## config.mk

```make
export PLATFORM = sky130hd
export DESIGN_NAME = alu_branch_subset
export DESIGN_NICKNAME = d
export VERILOG_FILES = /design/src/rtl/alu_branch_pkg.sv /design/src/rtl/word_adder.sv /design/src/rtl/alu_branch_subset.sv
export SDC_FILE = /design/constraint.sdc
export NUM_CORES = 1
export LEC_CHECK = 0
export ABC_AREA = 1
export ABC_CLOCK_PERIOD_IN_PS = 3850
export BUFFER_PORTS_ARGS = -buffer_cell sky130_fd_sc_hd__clkbuf_2
export CAP_MARGIN = 20
export CORE_MARGIN = 2
export CORE_UTILIZATION = 50
export DETAILED_ROUTE_END_ITERATION = 8
export PLACE_DENSITY_LB_ADDON = 0.2
export SETUP_SLACK_MARGIN = 0.5
export SYNTH_ARGS = -nofsm -noshare
export SYNTH_HDL_FRONTEND = slang
export SYNTH_HIERARCHICAL = 1
export SYNTH_SLANG_ARGS = --single-unit
```

## constraint.sdc

```tcl
create_clock -name i_clock -period 3.85 [get_ports i_clock]
set_input_delay 0.77 -clock i_clock [delete_from_list [all_inputs] [get_ports i_clock]]
set_output_delay 0.77 -clock i_clock [all_outputs]
set_load 0.05 [all_outputs]
```

## src/rtl/alu_branch_pkg.sv

```systemverilog
// Purpose: shared constants and types for the alu and branch datapath
// Assumes: 16-bit words, 40-bit accumulators
// Notes: opcodes and conditions come from the core's decoder
package alu_branch_pkg;
    localparam int WORD_W = 16;
    localparam int ACC_W = 40;
    localparam int LIT10_W = 10;
    localparam int LIT5_W = 5;
    localparam int SLIT4_W = 4;
    localparam int SHAMT_W = 4;
    localparam int HALF_BIT = 8;       // word half carry taken out of bit 7
    localparam int ACC_WORD_LSB = 16;  // word enters accumulator at bit 16
    localparam int ACC_GUARD_MSB = 31; // bits 39:31 equal when no overflow
    // cycle figures of a branch
    localparam int TAKEN_CYCLES = 4;
    localparam int NOT_TAKEN_CYCLES = 1;
    localparam logic [WORD_W-1:0] WORD_ZERO = 16'h0000;
    localparam logic [ACC_W-1:0] ACC_ZERO = 40'h00_0000_0000;
    localparam logic [ACC_W-1:0] ACC_POS_LIM = 40'h00_7FFF_FFFF;
    localparam logic [ACC_W-1:0] ACC_NEG_LIM = 40'hFF_8000_0000;

    typedef enum logic [3:0] {
        OP_NONE      = 4'h0,
        OP_ADD_REG   = 4'h1,
        OP_ADD_LIT10 = 4'h2,
        OP_ADD_LIT5  = 4'h3,
        OP_SUMC_REG  = 4'h4,
        OP_SUMC_L10  = 4'h5,
        OP_SUMC_L5   = 4'h6,
        OP_AND_REG   = 4'h7,
        OP_AND_LIT10 = 4'h8,
        OP_AND_LIT5  = 4'h9,
        OP_SHR_ONE   = 4'hA,
        OP_SHR_REG   = 4'hB,
        OP_SHR_LIT5  = 4'hC,
        OP_ACC_ADD   = 4'hD,
        OP_JMP_COND  = 4'hE,
        OP_JMP       = 4'hF
    } op_t;

    typedef enum logic [4:0] {
        CND_C   = 5'h00,
        CND_GE  = 5'h01,
        CND_GEU = 5'h02,
        CND_GT  = 5'h03,
        CND_GTU = 5'h04,
        CND_LE  = 5'h05,
        CND_LEU = 5'h06,
        CND_LT  = 5'h07,
        CND_LTU = 5'h08,
        CND_N   = 5'h09,
        CND_NC  = 5'h0A,
        CND_NN  = 5'h0B,
        CND_NWRAP = 5'h0C,
        CND_NZ  = 5'h0D,
        CND_AOVF = 5'h0E,
        CND_BOVF = 5'h0F,
        CND_WRAP = 5'h10,
        CND_ASAT = 5'h11,
        CND_BSAT = 5'h12,
        CND_Z   = 5'h13
    } cond_t;

    // gray along idle -> wait1 -> wait2 -> wait3 -> idle
    typedef enum logic [1:0] {
        ST_IDLE  = 2'b00,
        ST_WAIT1 = 2'b01,
        ST_WAIT2 = 2'b11,
        ST_WAIT3 = 2'b10
    } br_state_t;
endpackage

```

## src/rtl/word_adder.sv

```systemverilog
// Purpose: 16-bit adder with carry, half carry and signed wrap out
// Assumes: purely combinational, used by add and add-with-carry
// Notes: half carry is the carry out of bit 7 for word data
`timescale 1ns/100ps
module word_adder
    import alu_branch_pkg::*;
(
    input wire logic [WORD_W-1:0] i_a,
    input wire logic [WORD_W-1:0] i_b,
    input wire logic i_cin,
    output logic [WORD_W-1:0] o_sum,
    output logic o_carry,
    output logic o_half,
    output logic o_wrap
);
    logic [WORD_W:0] full;
    logic [HALF_BIT:0] low;

    // low half sum gives the half carry without a second carry chain tap
    always_comb begin
        full = {1'b0, i_a} + {1'b0, i_b} + {{WORD_W{1'b0}}, i_cin};
        low = {1'b0, i_a[HALF_BIT-1:0]} + {1'b0, i_b[HALF_BIT-1:0]}
            + {{HALF_BIT{1'b0}}, i_cin};
        o_sum = full[WORD_W-1:0];
        o_carry = full[WORD_W];
        o_half = low[HALF_BIT];
        // like signs in, unlike sign out
        o_wrap = (i_a[WORD_W-1] == i_b[WORD_W-1]) && (o_sum[WORD_W-1] != i_a[WORD_W-1]);
    end
endmodule

```

## src/rtl/alu_branch_subset.sv

```systemverilog
// Purpose: add, add-with-carry, and, shifts, accumulator add and branches
// Assumes: decoder holds i_op_valid until accepted (o_busy_reg low)
// Notes: results leave on o_result_reg; the decoder writes the target
`timescale 1ns/100ps
module alu_branch_subset
    import alu_branch_pkg::*;
(
    input wire logic i_clock,
    input wire logic i_rst,
    input wire logic i_op_valid,
    input wire logic [3:0] i_op,
    input wire logic [4:0] i_cond,
    input wire logic [WORD_W-1:0] i_a,
    input wire logic [WORD_W-1:0] i_b,
    input wire logic [LIT10_W-1:0] i_lit,
    input wire logic i_acc_sel_b,
    input wire logic i_sat_enable,
    input wire logic i_sticky_clear,
    input wire logic [WORD_W-1:0] i_branch_target,
    output logic o_busy_reg,
    output logic o_done_reg,
    output logic o_result_valid_reg,
    output logic [WORD_W-1:0] o_result_reg,
    output logic o_pc_load_reg,
    output logic [WORD_W-1:0] o_pc_target_reg,
    output logic o_carry_flag,
    output logic o_half_carry_flag,
    output logic o_negative_flag,
    output logic o_signed_wrap_flag,
    output logic o_zero_flag,
    output logic o_accum_a_overflow_flag,
    output logic o_accum_b_overflow_flag,
    output logic o_accum_a_sticky_limit_flag,
    output logic o_accum_b_sticky_limit_flag,
    output logic [ACC_W-1:0] o_accum_a_reg,
    output logic [ACC_W-1:0] o_accum_b_reg
);
    localparam int WAIT_CYCLES = TAKEN_CYCLES - NOT_TAKEN_CYCLES;

    op_t op;
    br_state_t state_reg;
    logic accept, is_branch, br_taken;
    logic [WORD_W-1:0] add_b, sum, shifted, and_res;
    logic add_cin, add_c, add_h, add_v;
    logic is_add, is_and, is_shr_one, is_shr_multi;
    logic [ACC_W-1:0] acc_cur, acc_term, acc_sum, acc_next;
    logic acc_ovf, acc_sat;

    function automatic logic cond_true(input logic [4:0] cc, input logic c, input logic n,
                                       input logic v, input logic z, input logic aov,
                                       input logic bov, input logic asat, input logic bsat);
        case (cc)
            CND_C: cond_true = c;
            CND_GE: cond_true = (n == v);
            CND_GEU: cond_true = c;
            CND_GT: cond_true = !z && (n == v);
            CND_GTU: cond_true = c && !z;
            CND_LE: cond_true = z || (n != v);
            CND_LEU: cond_true = !c || z;
            CND_LT: cond_true = (n != v);
            CND_LTU: cond_true = !c;
            CND_N: cond_true = n;
            CND_NC: cond_true = !c;
            CND_NN: cond_true = !n;
            CND_NWRAP: cond_true = !v;
            CND_NZ: cond_true = !z;
            CND_AOVF: cond_true = aov;
            CND_BOVF: cond_true = bov;
            CND_WRAP: cond_true = v;
            CND_ASAT: cond_true = asat;
            CND_BSAT: cond_true = bsat;
            CND_Z: cond_true = z;
            default: cond_true = 1'b0; // unused codes never branch
        endcase
    endfunction

    function automatic logic [WORD_W-1:0] shr_signed(input logic [WORD_W-1:0] w,
                                                     input logic [LIT5_W-1:0] n);
        shr_signed = WORD_W'($signed(w) >>> n);
    endfunction

    // decode; a new op is only taken while no taken branch is draining
    always_comb begin
        op = op_t'(i_op);
        accept = i_op_valid && (state_reg == ST_IDLE);
        is_branch = (op == OP_JMP) || (op == OP_JMP_COND);
        br_taken = (op == OP_JMP) || cond_true(i_cond, o_carry_flag, o_negative_flag,
            o_signed_wrap_flag, o_zero_flag, o_accum_a_overflow_flag,
            o_accum_b_overflow_flag, o_accum_a_sticky_limit_flag,
            o_accum_b_sticky_limit_flag);
        is_add = (op >= OP_ADD_REG) && (op <= OP_SUMC_L5);
        is_and = (op >= OP_AND_REG) && (op <= OP_AND_LIT5);
        is_shr_one = (op == OP_SHR_ONE);
        is_shr_multi = (op == OP_SHR_REG) || (op == OP_SHR_LIT5);
        add_cin = (op >= OP_SUMC_REG) && o_carry_flag;
        case (op)
            OP_ADD_LIT10, OP_SUMC_L10, OP_AND_LIT10: add_b = {6'h00, i_lit};
            OP_ADD_LIT5, OP_SUMC_L5, OP_AND_LIT5: add_b = {11'h000, i_lit[LIT5_W-1:0]};
            default: add_b = i_b;
        endcase
        and_res = i_a & add_b;
        if (op == OP_SHR_REG) begin
            shifted = shr_signed(i_a, {1'b0, i_b[SHAMT_W-1:0]});
        end else if (op == OP_SHR_LIT5) begin
            shifted = shr_signed(i_a, i_lit[LIT5_W-1:0]);
        end else begin
            shifted = shr_signed(i_a, 5'h01);
        end
    end

    word_adder u_adder (
        .i_a(i_a),
        .i_b(add_b),
        .i_cin(add_cin),
        .o_sum(sum),
        .o_carry(add_c),
        .o_half(add_h),
        .o_wrap(add_v)
    );

    // accumulator add: word at bits 31:16, shifted right by a positive literal
    always_comb begin
        acc_cur = i_acc_sel_b ? o_accum_b_reg : o_accum_a_reg;
        acc_term = {{(ACC_W-WORD_W-ACC_WORD_LSB){i_b[WORD_W-1]}}, i_b, WORD_ZERO};
        if (i_lit[SLIT4_W-1]) begin
            acc_term = acc_term << (5'h10 - {1'b0, i_lit[SLIT4_W-1:0]});
        end else begin
            acc_term = ACC_W'($signed(acc_term) >>> i_lit[SLIT4_W-1:0]);
        end
        acc_sum = acc_cur + acc_term;
        acc_ovf = !((&acc_sum[ACC_W-1:ACC_GUARD_MSB]) || !(|acc_sum[ACC_W-1:ACC_GUARD_MSB]));
        // saturate to the 32-bit range; sticky flag records it
        acc_sat = i_sat_enable && acc_ovf;
        acc_next = acc_sat ? (acc_sum[ACC_W-1] ? ACC_NEG_LIM : ACC_POS_LIM) : acc_sum;
    end

    // branch sequencer: three extra cycles for a taken branch
    always_ff @(posedge i_clock or posedge i_rst) begin
        if (i_rst) begin
            state_reg <= ST_IDLE;
        end else begin
            unique case (state_reg)
                ST_IDLE: if (accept && is_branch && br_taken) state_reg <= ST_WAIT1;
                ST_WAIT1: state_reg <= ST_WAIT2;
                ST_WAIT2: state_reg <= ST_WAIT3;
                ST_WAIT3: state_reg <= ST_IDLE;
            endcase
        end
    end

    // handshake outputs
    always_ff @(posedge i_clock or posedge i_rst) begin
        if (i_rst) begin
            o_busy_reg <= 1'b0;
            o_done_reg <= 1'b0;
            o_pc_load_reg <= 1'b0;
            o_pc_target_reg <= WORD_ZERO;
        end else begin
            o_busy_reg <= (accept && is_branch && br_taken) || (state_reg == ST_WAIT1)
                || (state_reg == ST_WAIT2);
            o_done_reg <= (accept && !(is_branch && br_taken)) || (state_reg == ST_WAIT3);
            o_pc_load_reg <= (state_reg == ST_WAIT3);
            if (accept && is_branch) o_pc_target_reg <= i_branch_target;
        end
    end

    // word result; latency one cycle for every alu form
    always_ff @(posedge i_clock or posedge i_rst) begin
        if (i_rst) begin
            o_result_valid_reg <= 1'b0;
            o_result_reg <= WORD_ZERO;
        end else begin
            o_result_valid_reg <= accept && (is_add || is_and || is_shr_one || is_shr_multi);
            if (accept && is_add) o_result_reg <= sum;
            if (accept && is_and) o_result_reg <= and_res;
            if (accept && (is_shr_one || is_shr_multi)) o_result_reg <= shifted;
        end
    end

    // mcu flags; branches and accumulator ops leave them alone
    always_ff @(posedge i_clock or posedge i_rst) begin
        if (i_rst) begin
            o_carry_flag <= 1'b0;
            o_half_carry_flag <= 1'b0;
            o_negative_flag <= 1'b0;
            o_signed_wrap_flag <= 1'b0;
            o_zero_flag <= 1'b0;
        end else if (accept) begin
            if (is_add) begin
                o_carry_flag <= add_c;
                o_half_carry_flag <= add_h;
                o_signed_wrap_flag <= add_v;
                o_negative_flag <= sum[WORD_W-1];
                o_zero_flag <= (sum == WORD_ZERO);
            end else if (is_and) begin
                o_negative_flag <= and_res[WORD_W-1];
                o_zero_flag <= (and_res == WORD_ZERO);
            end else if (is_shr_one) begin
                o_carry_flag <= i_a[0];
                o_signed_wrap_flag <= 1'b0; // sign kept, so no wrap
                o_negative_flag <= shifted[WORD_W-1];
                o_zero_flag <= (shifted == WORD_ZERO);
            end else if (is_shr_multi) begin
                o_negative_flag <= shifted[WORD_W-1];
                o_zero_flag <= (shifted == WORD_ZERO);
            end
        end
    end

    // accumulators; sticky set beats a clear in the same cycle
    always_ff @(posedge i_clock or posedge i_rst) begin
        if (i_rst) begin
            o_accum_a_reg <= ACC_ZERO;
            o_accum_b_reg <= ACC_ZERO;
            o_accum_a_overflow_flag <= 1'b0;
            o_accum_b_overflow_flag <= 1'b0;
            o_accum_a_sticky_limit_flag <= 1'b0;
            o_accum_b_sticky_limit_flag <= 1'b0;
        end else begin
            if (i_sticky_clear) begin
                o_accum_a_sticky_limit_flag <= 1'b0;
                o_accum_b_sticky_limit_flag <= 1'b0;
            end
            if (accept && op == OP_ACC_ADD && !i_acc_sel_b) begin
                o_accum_a_reg <= acc_next;
                o_accum_a_overflow_flag <= acc_ovf && !acc_sat;
                if (acc_sat) o_accum_a_sticky_limit_flag <= 1'b1;
            end
            if (accept && op == OP_ACC_ADD && i_acc_sel_b) begin
                o_accum_b_reg <= acc_next;
                o_accum_b_overflow_flag <= acc_ovf && !acc_sat;
                if (acc_sat) o_accum_b_sticky_limit_flag <= 1'b1;
            end
        end
    end
endmodule

```

==> impl_metrics.csv <==
group,metric,value,unit
flow_run,maxCapViolCount,0,
yosys,postSynth.asyncResetShare,100.0,%
sta,fmax,231.5,MHz
cts,numCtsBuffers,17,
sta,worst_pin_slew,0.7678,ns
die,boundaryPins,198,
routing,vias,17440,
global_route,grt-ovfl-total,0,
cts,clockBufferDepth,2,
routing,vias_per_cell,5.816,
sta,hold_viol_final,0,
yosys,synthFlopType,"dfrtp_1",
routing,firstDrtPassIters,9,
outcome,status,"finished, violations left",
setup_path,path_class,"in2reg",
setup_path,critical_path.max_fanout,6,
cts,clkSlewWorstSetupHoldPaths,0.08,ns
yosys,netlist_instances,2164,
global_route,grt_pass1_wl,87460,um
yosys,synthTopCellsByArea,"nand2_1 26%, dfrtp_1 24%, inv_1 6.7%, o21ai_0 5.9%, ha_1 5.4%",
min_path,hp-class,"reg2reg",
sta,setup_ws,-0.4700,ns
power,p_leak,10.65,nW
sta,setup_viol,82,
yosys,synth_area,0.01308,sq mm
sta,drv_slew,0,
setup_path,cp.arrival,4.64,ns
routing,wl_per_cell,19.96,um
final_layout,syn_to_final_growth,48.73,%
cts,cts_root_buffer,"clkbuf_16",
final_layout,design_area,0.01946,sq mm
yosys,synth_top_cell_by_area,"nand2_1",
power,ir_drop,0.6006,mV
cts,ctsHtreeMaxLevel,4,
setup_path,slowest_stage,"ha_1",
sta,clock_skew,0.02002,ns
global_route,grt_max_degree,128,
final_layout,final_util,75.30,%
placed_design,gp_congestion,1.049,
power,powerDensity,678.1,mW/mm^2
routing,drtIter0Drc,1801,
global_route,antenna_found_initial,0,
routing,drc_errors,0,
setup_path,timing.critical_path.max_delay_family,"buffers and inverters",
yosys,syn_area_per_cell,6.045,sq um
setup_path,required,4.17,ns
die,die_x,165.8,um
yosys,synth_most_common_cell,"nand2_1",
placed_design,io_buffer_count,197,
yosys,yosys_warnings,6,
setup_path,cp-start-kind,"primary input",
setup_path,endpoint_kind,"flip-flop",
final_layout,antenna_cells,0,
final_layout,layout.nets,2782,
routing,drt-total-wl,59840,um
cts,cts_hold_buffers,0,
sta,post-route-period-util,112.2,%
cts,cts.sinks,127,
placed_design,placed_area,0.01668,sq mm
final_layout,drive_gt1_share,35.94,%
global_route,first_global_vias,16520,
die,die_area,0.02747,sq mm
die,rows,59,
yosys,yosysUniqueCellTypes,51,
placed_design,hpwl,42380,um
yosys,synth-edff-count,0,
global_route,track_usage,39.86,%
yosys,synth.cells.most_frequent,"893 x nand2_1, 235 x inv_1, 155 x o21ai_0",
cts,clk-insertion-delay-late,0.45,ns
die,fp.dieH,165.8,um
placed_design,pre_cts_slack,-0.8232,ns
die,core_area,0.02584,sq mm
outcome,violations,"negative setup slack",
routing,ant_nets,0,
sta,grt_setup_unrepaired,"true",
yosys,ys_seq_elements,127,
yosys,synth_top_area_share,25.62,%
cts,cts_tree,"yes",
setup_path,worst-path-buf-inv,10,
sta,slew_headroom,48.76,%
die,initial_core_util,50.63,%
yosys,ys_seq_area_share,24.29,%
sta,tns,-31.58,ns
setup_path,slowest_delay,0.40,ns
sta,fin_crit,4.320,ns
sta,hold-worst-slack,0.4284,ns
==> report_power, final <==
group | switching [mW] | total (mW) | leakage, nW | internal (mW)
clock network | 0.774 | 1.76 | 0.304 | 0.990
registers | 0.473 | 2.35 | 1.64 | 1.87
logic | 5.94 | 9.08 | 8.70 | 3.15
total | 7.18 | 13.2 | 10.6 | 6.01
==> worst reg2reg max path: stages (launching register included) <==
cell and delay (ns):
dfrtp_1 0.40, mux2_2 0.28, ha_1 0.36, nand2_1 0.10, inv_1 0.10, buf_4 0.11
nand2_1 0.06, nor2_1 0.10, nor2_1 0.05, nand2_1 0.15, nand2_1 0.17, nand2_1 0.14
nand2_1 0.09, nand2_1 0.11, nand2_2 0.06, nor2_2 0.11, nand3_2 0.13, buf_6 0.16
buf_6 0.11, buf_6 0.11, nand4_1 0.10, buf_4 0.15, nand3_2 0.09, nand2_1 0.10
==> metrics by stage <==
stage	cells	total power, mW
2_1_floorplan	2171	7.288
3_3_place_gp	2907	9.622
3_5_place_dp	2907	9.755
4_1_cts	2970	12.00
5_1_grt	2998	13.75
6_report	2998	13.19
==> area by class of cell <==
class	instances	area (sq um)
Inverter	242	935.9
Timing Repair Buffer	539	4048
Tap cell	335	419.2
Clock buffer	17	425.4
Clock inverter	15	191.4
Sequential cell	127	3178
Multi-Input combinational cell	1723	10260
Fill cell	1934	6381
==> routing by layer <==
layer,GRT usage [%],vias up,part of all wire [%]
li1,-,7987,-
met2,67.26,1100,47
met5,0,-,0
met1,47.20,8063,37
met3,7.221,286,8.4
met4,24.50,0,7.9
==> repair_timing <==
| item | 4_1_cts | 5_1_grt |
|---|---|---|
| setup endpoints to repair | 89 | 95 |
| pin swaps | 65 | 91 |
| resized for setup | 172 | 238 |
| buffers inserted | 26 | 22 |
| cloned | 5 | 6 |
| endpoints found under the hold margin | 0 | 0 |
==> path summary, 6_finish.rpt <==
kind / cells after the start / end / slack, ns / from
min: 1 / state_reg[0] / 0.43 / state_reg[1]
max in group asynchronous: 3 / o_accum_a_reg[17] / 2.80 / i_rst
max: 30 / o_accum_b_reg[2] / -0.47 / i_lit[0]
min reg2reg: 1 / state_reg[0] / 0.43 / state_reg[1]
max reg2reg: 23 / o_accum_a_reg[2] / 0.44 / o_accum_a_reg[14]
min in group asynchronous: 3 / o_accum_b_reg[32] / 0.52 / i_rst
==> cells by family after synthesis <==
logic type	after synthesis	synth area share [%]
AOI/OAI and AO/OA	359	15.85
buffers and inverters	321	9.527
muxes	64	5.414
DFF	127	24.29
xor gates and xnor gates	41	2.745
adders and majority gates	59	5.815
and+or+nand+nor	1191	36.30
other	2	0.05741
==> layout by cell type (no fill, tap or decap), types with 14 or more instances in the layout <==
master	n
nand2_4	43
nand3_1	84
nor2_1	96
a21oi_2	27
inv_2	14
buf_12	14
nand2_2	83
nand3_2	26
o21ai_1	24
mux2_2	54
clkbuf_16	23
nor2_4	20
a21oi_1	63
o211ai_1	29
nand2_1	773
dfrtp_1	127
o21ai_2	23
xor2_1	26
o21ai_0	106
clkbuf_2	191
inv_1	218
buf_4	299
buf_6	19
ha_1	40
nor2_2	23
No activity file was read; power rests on OpenSTA's default activity.
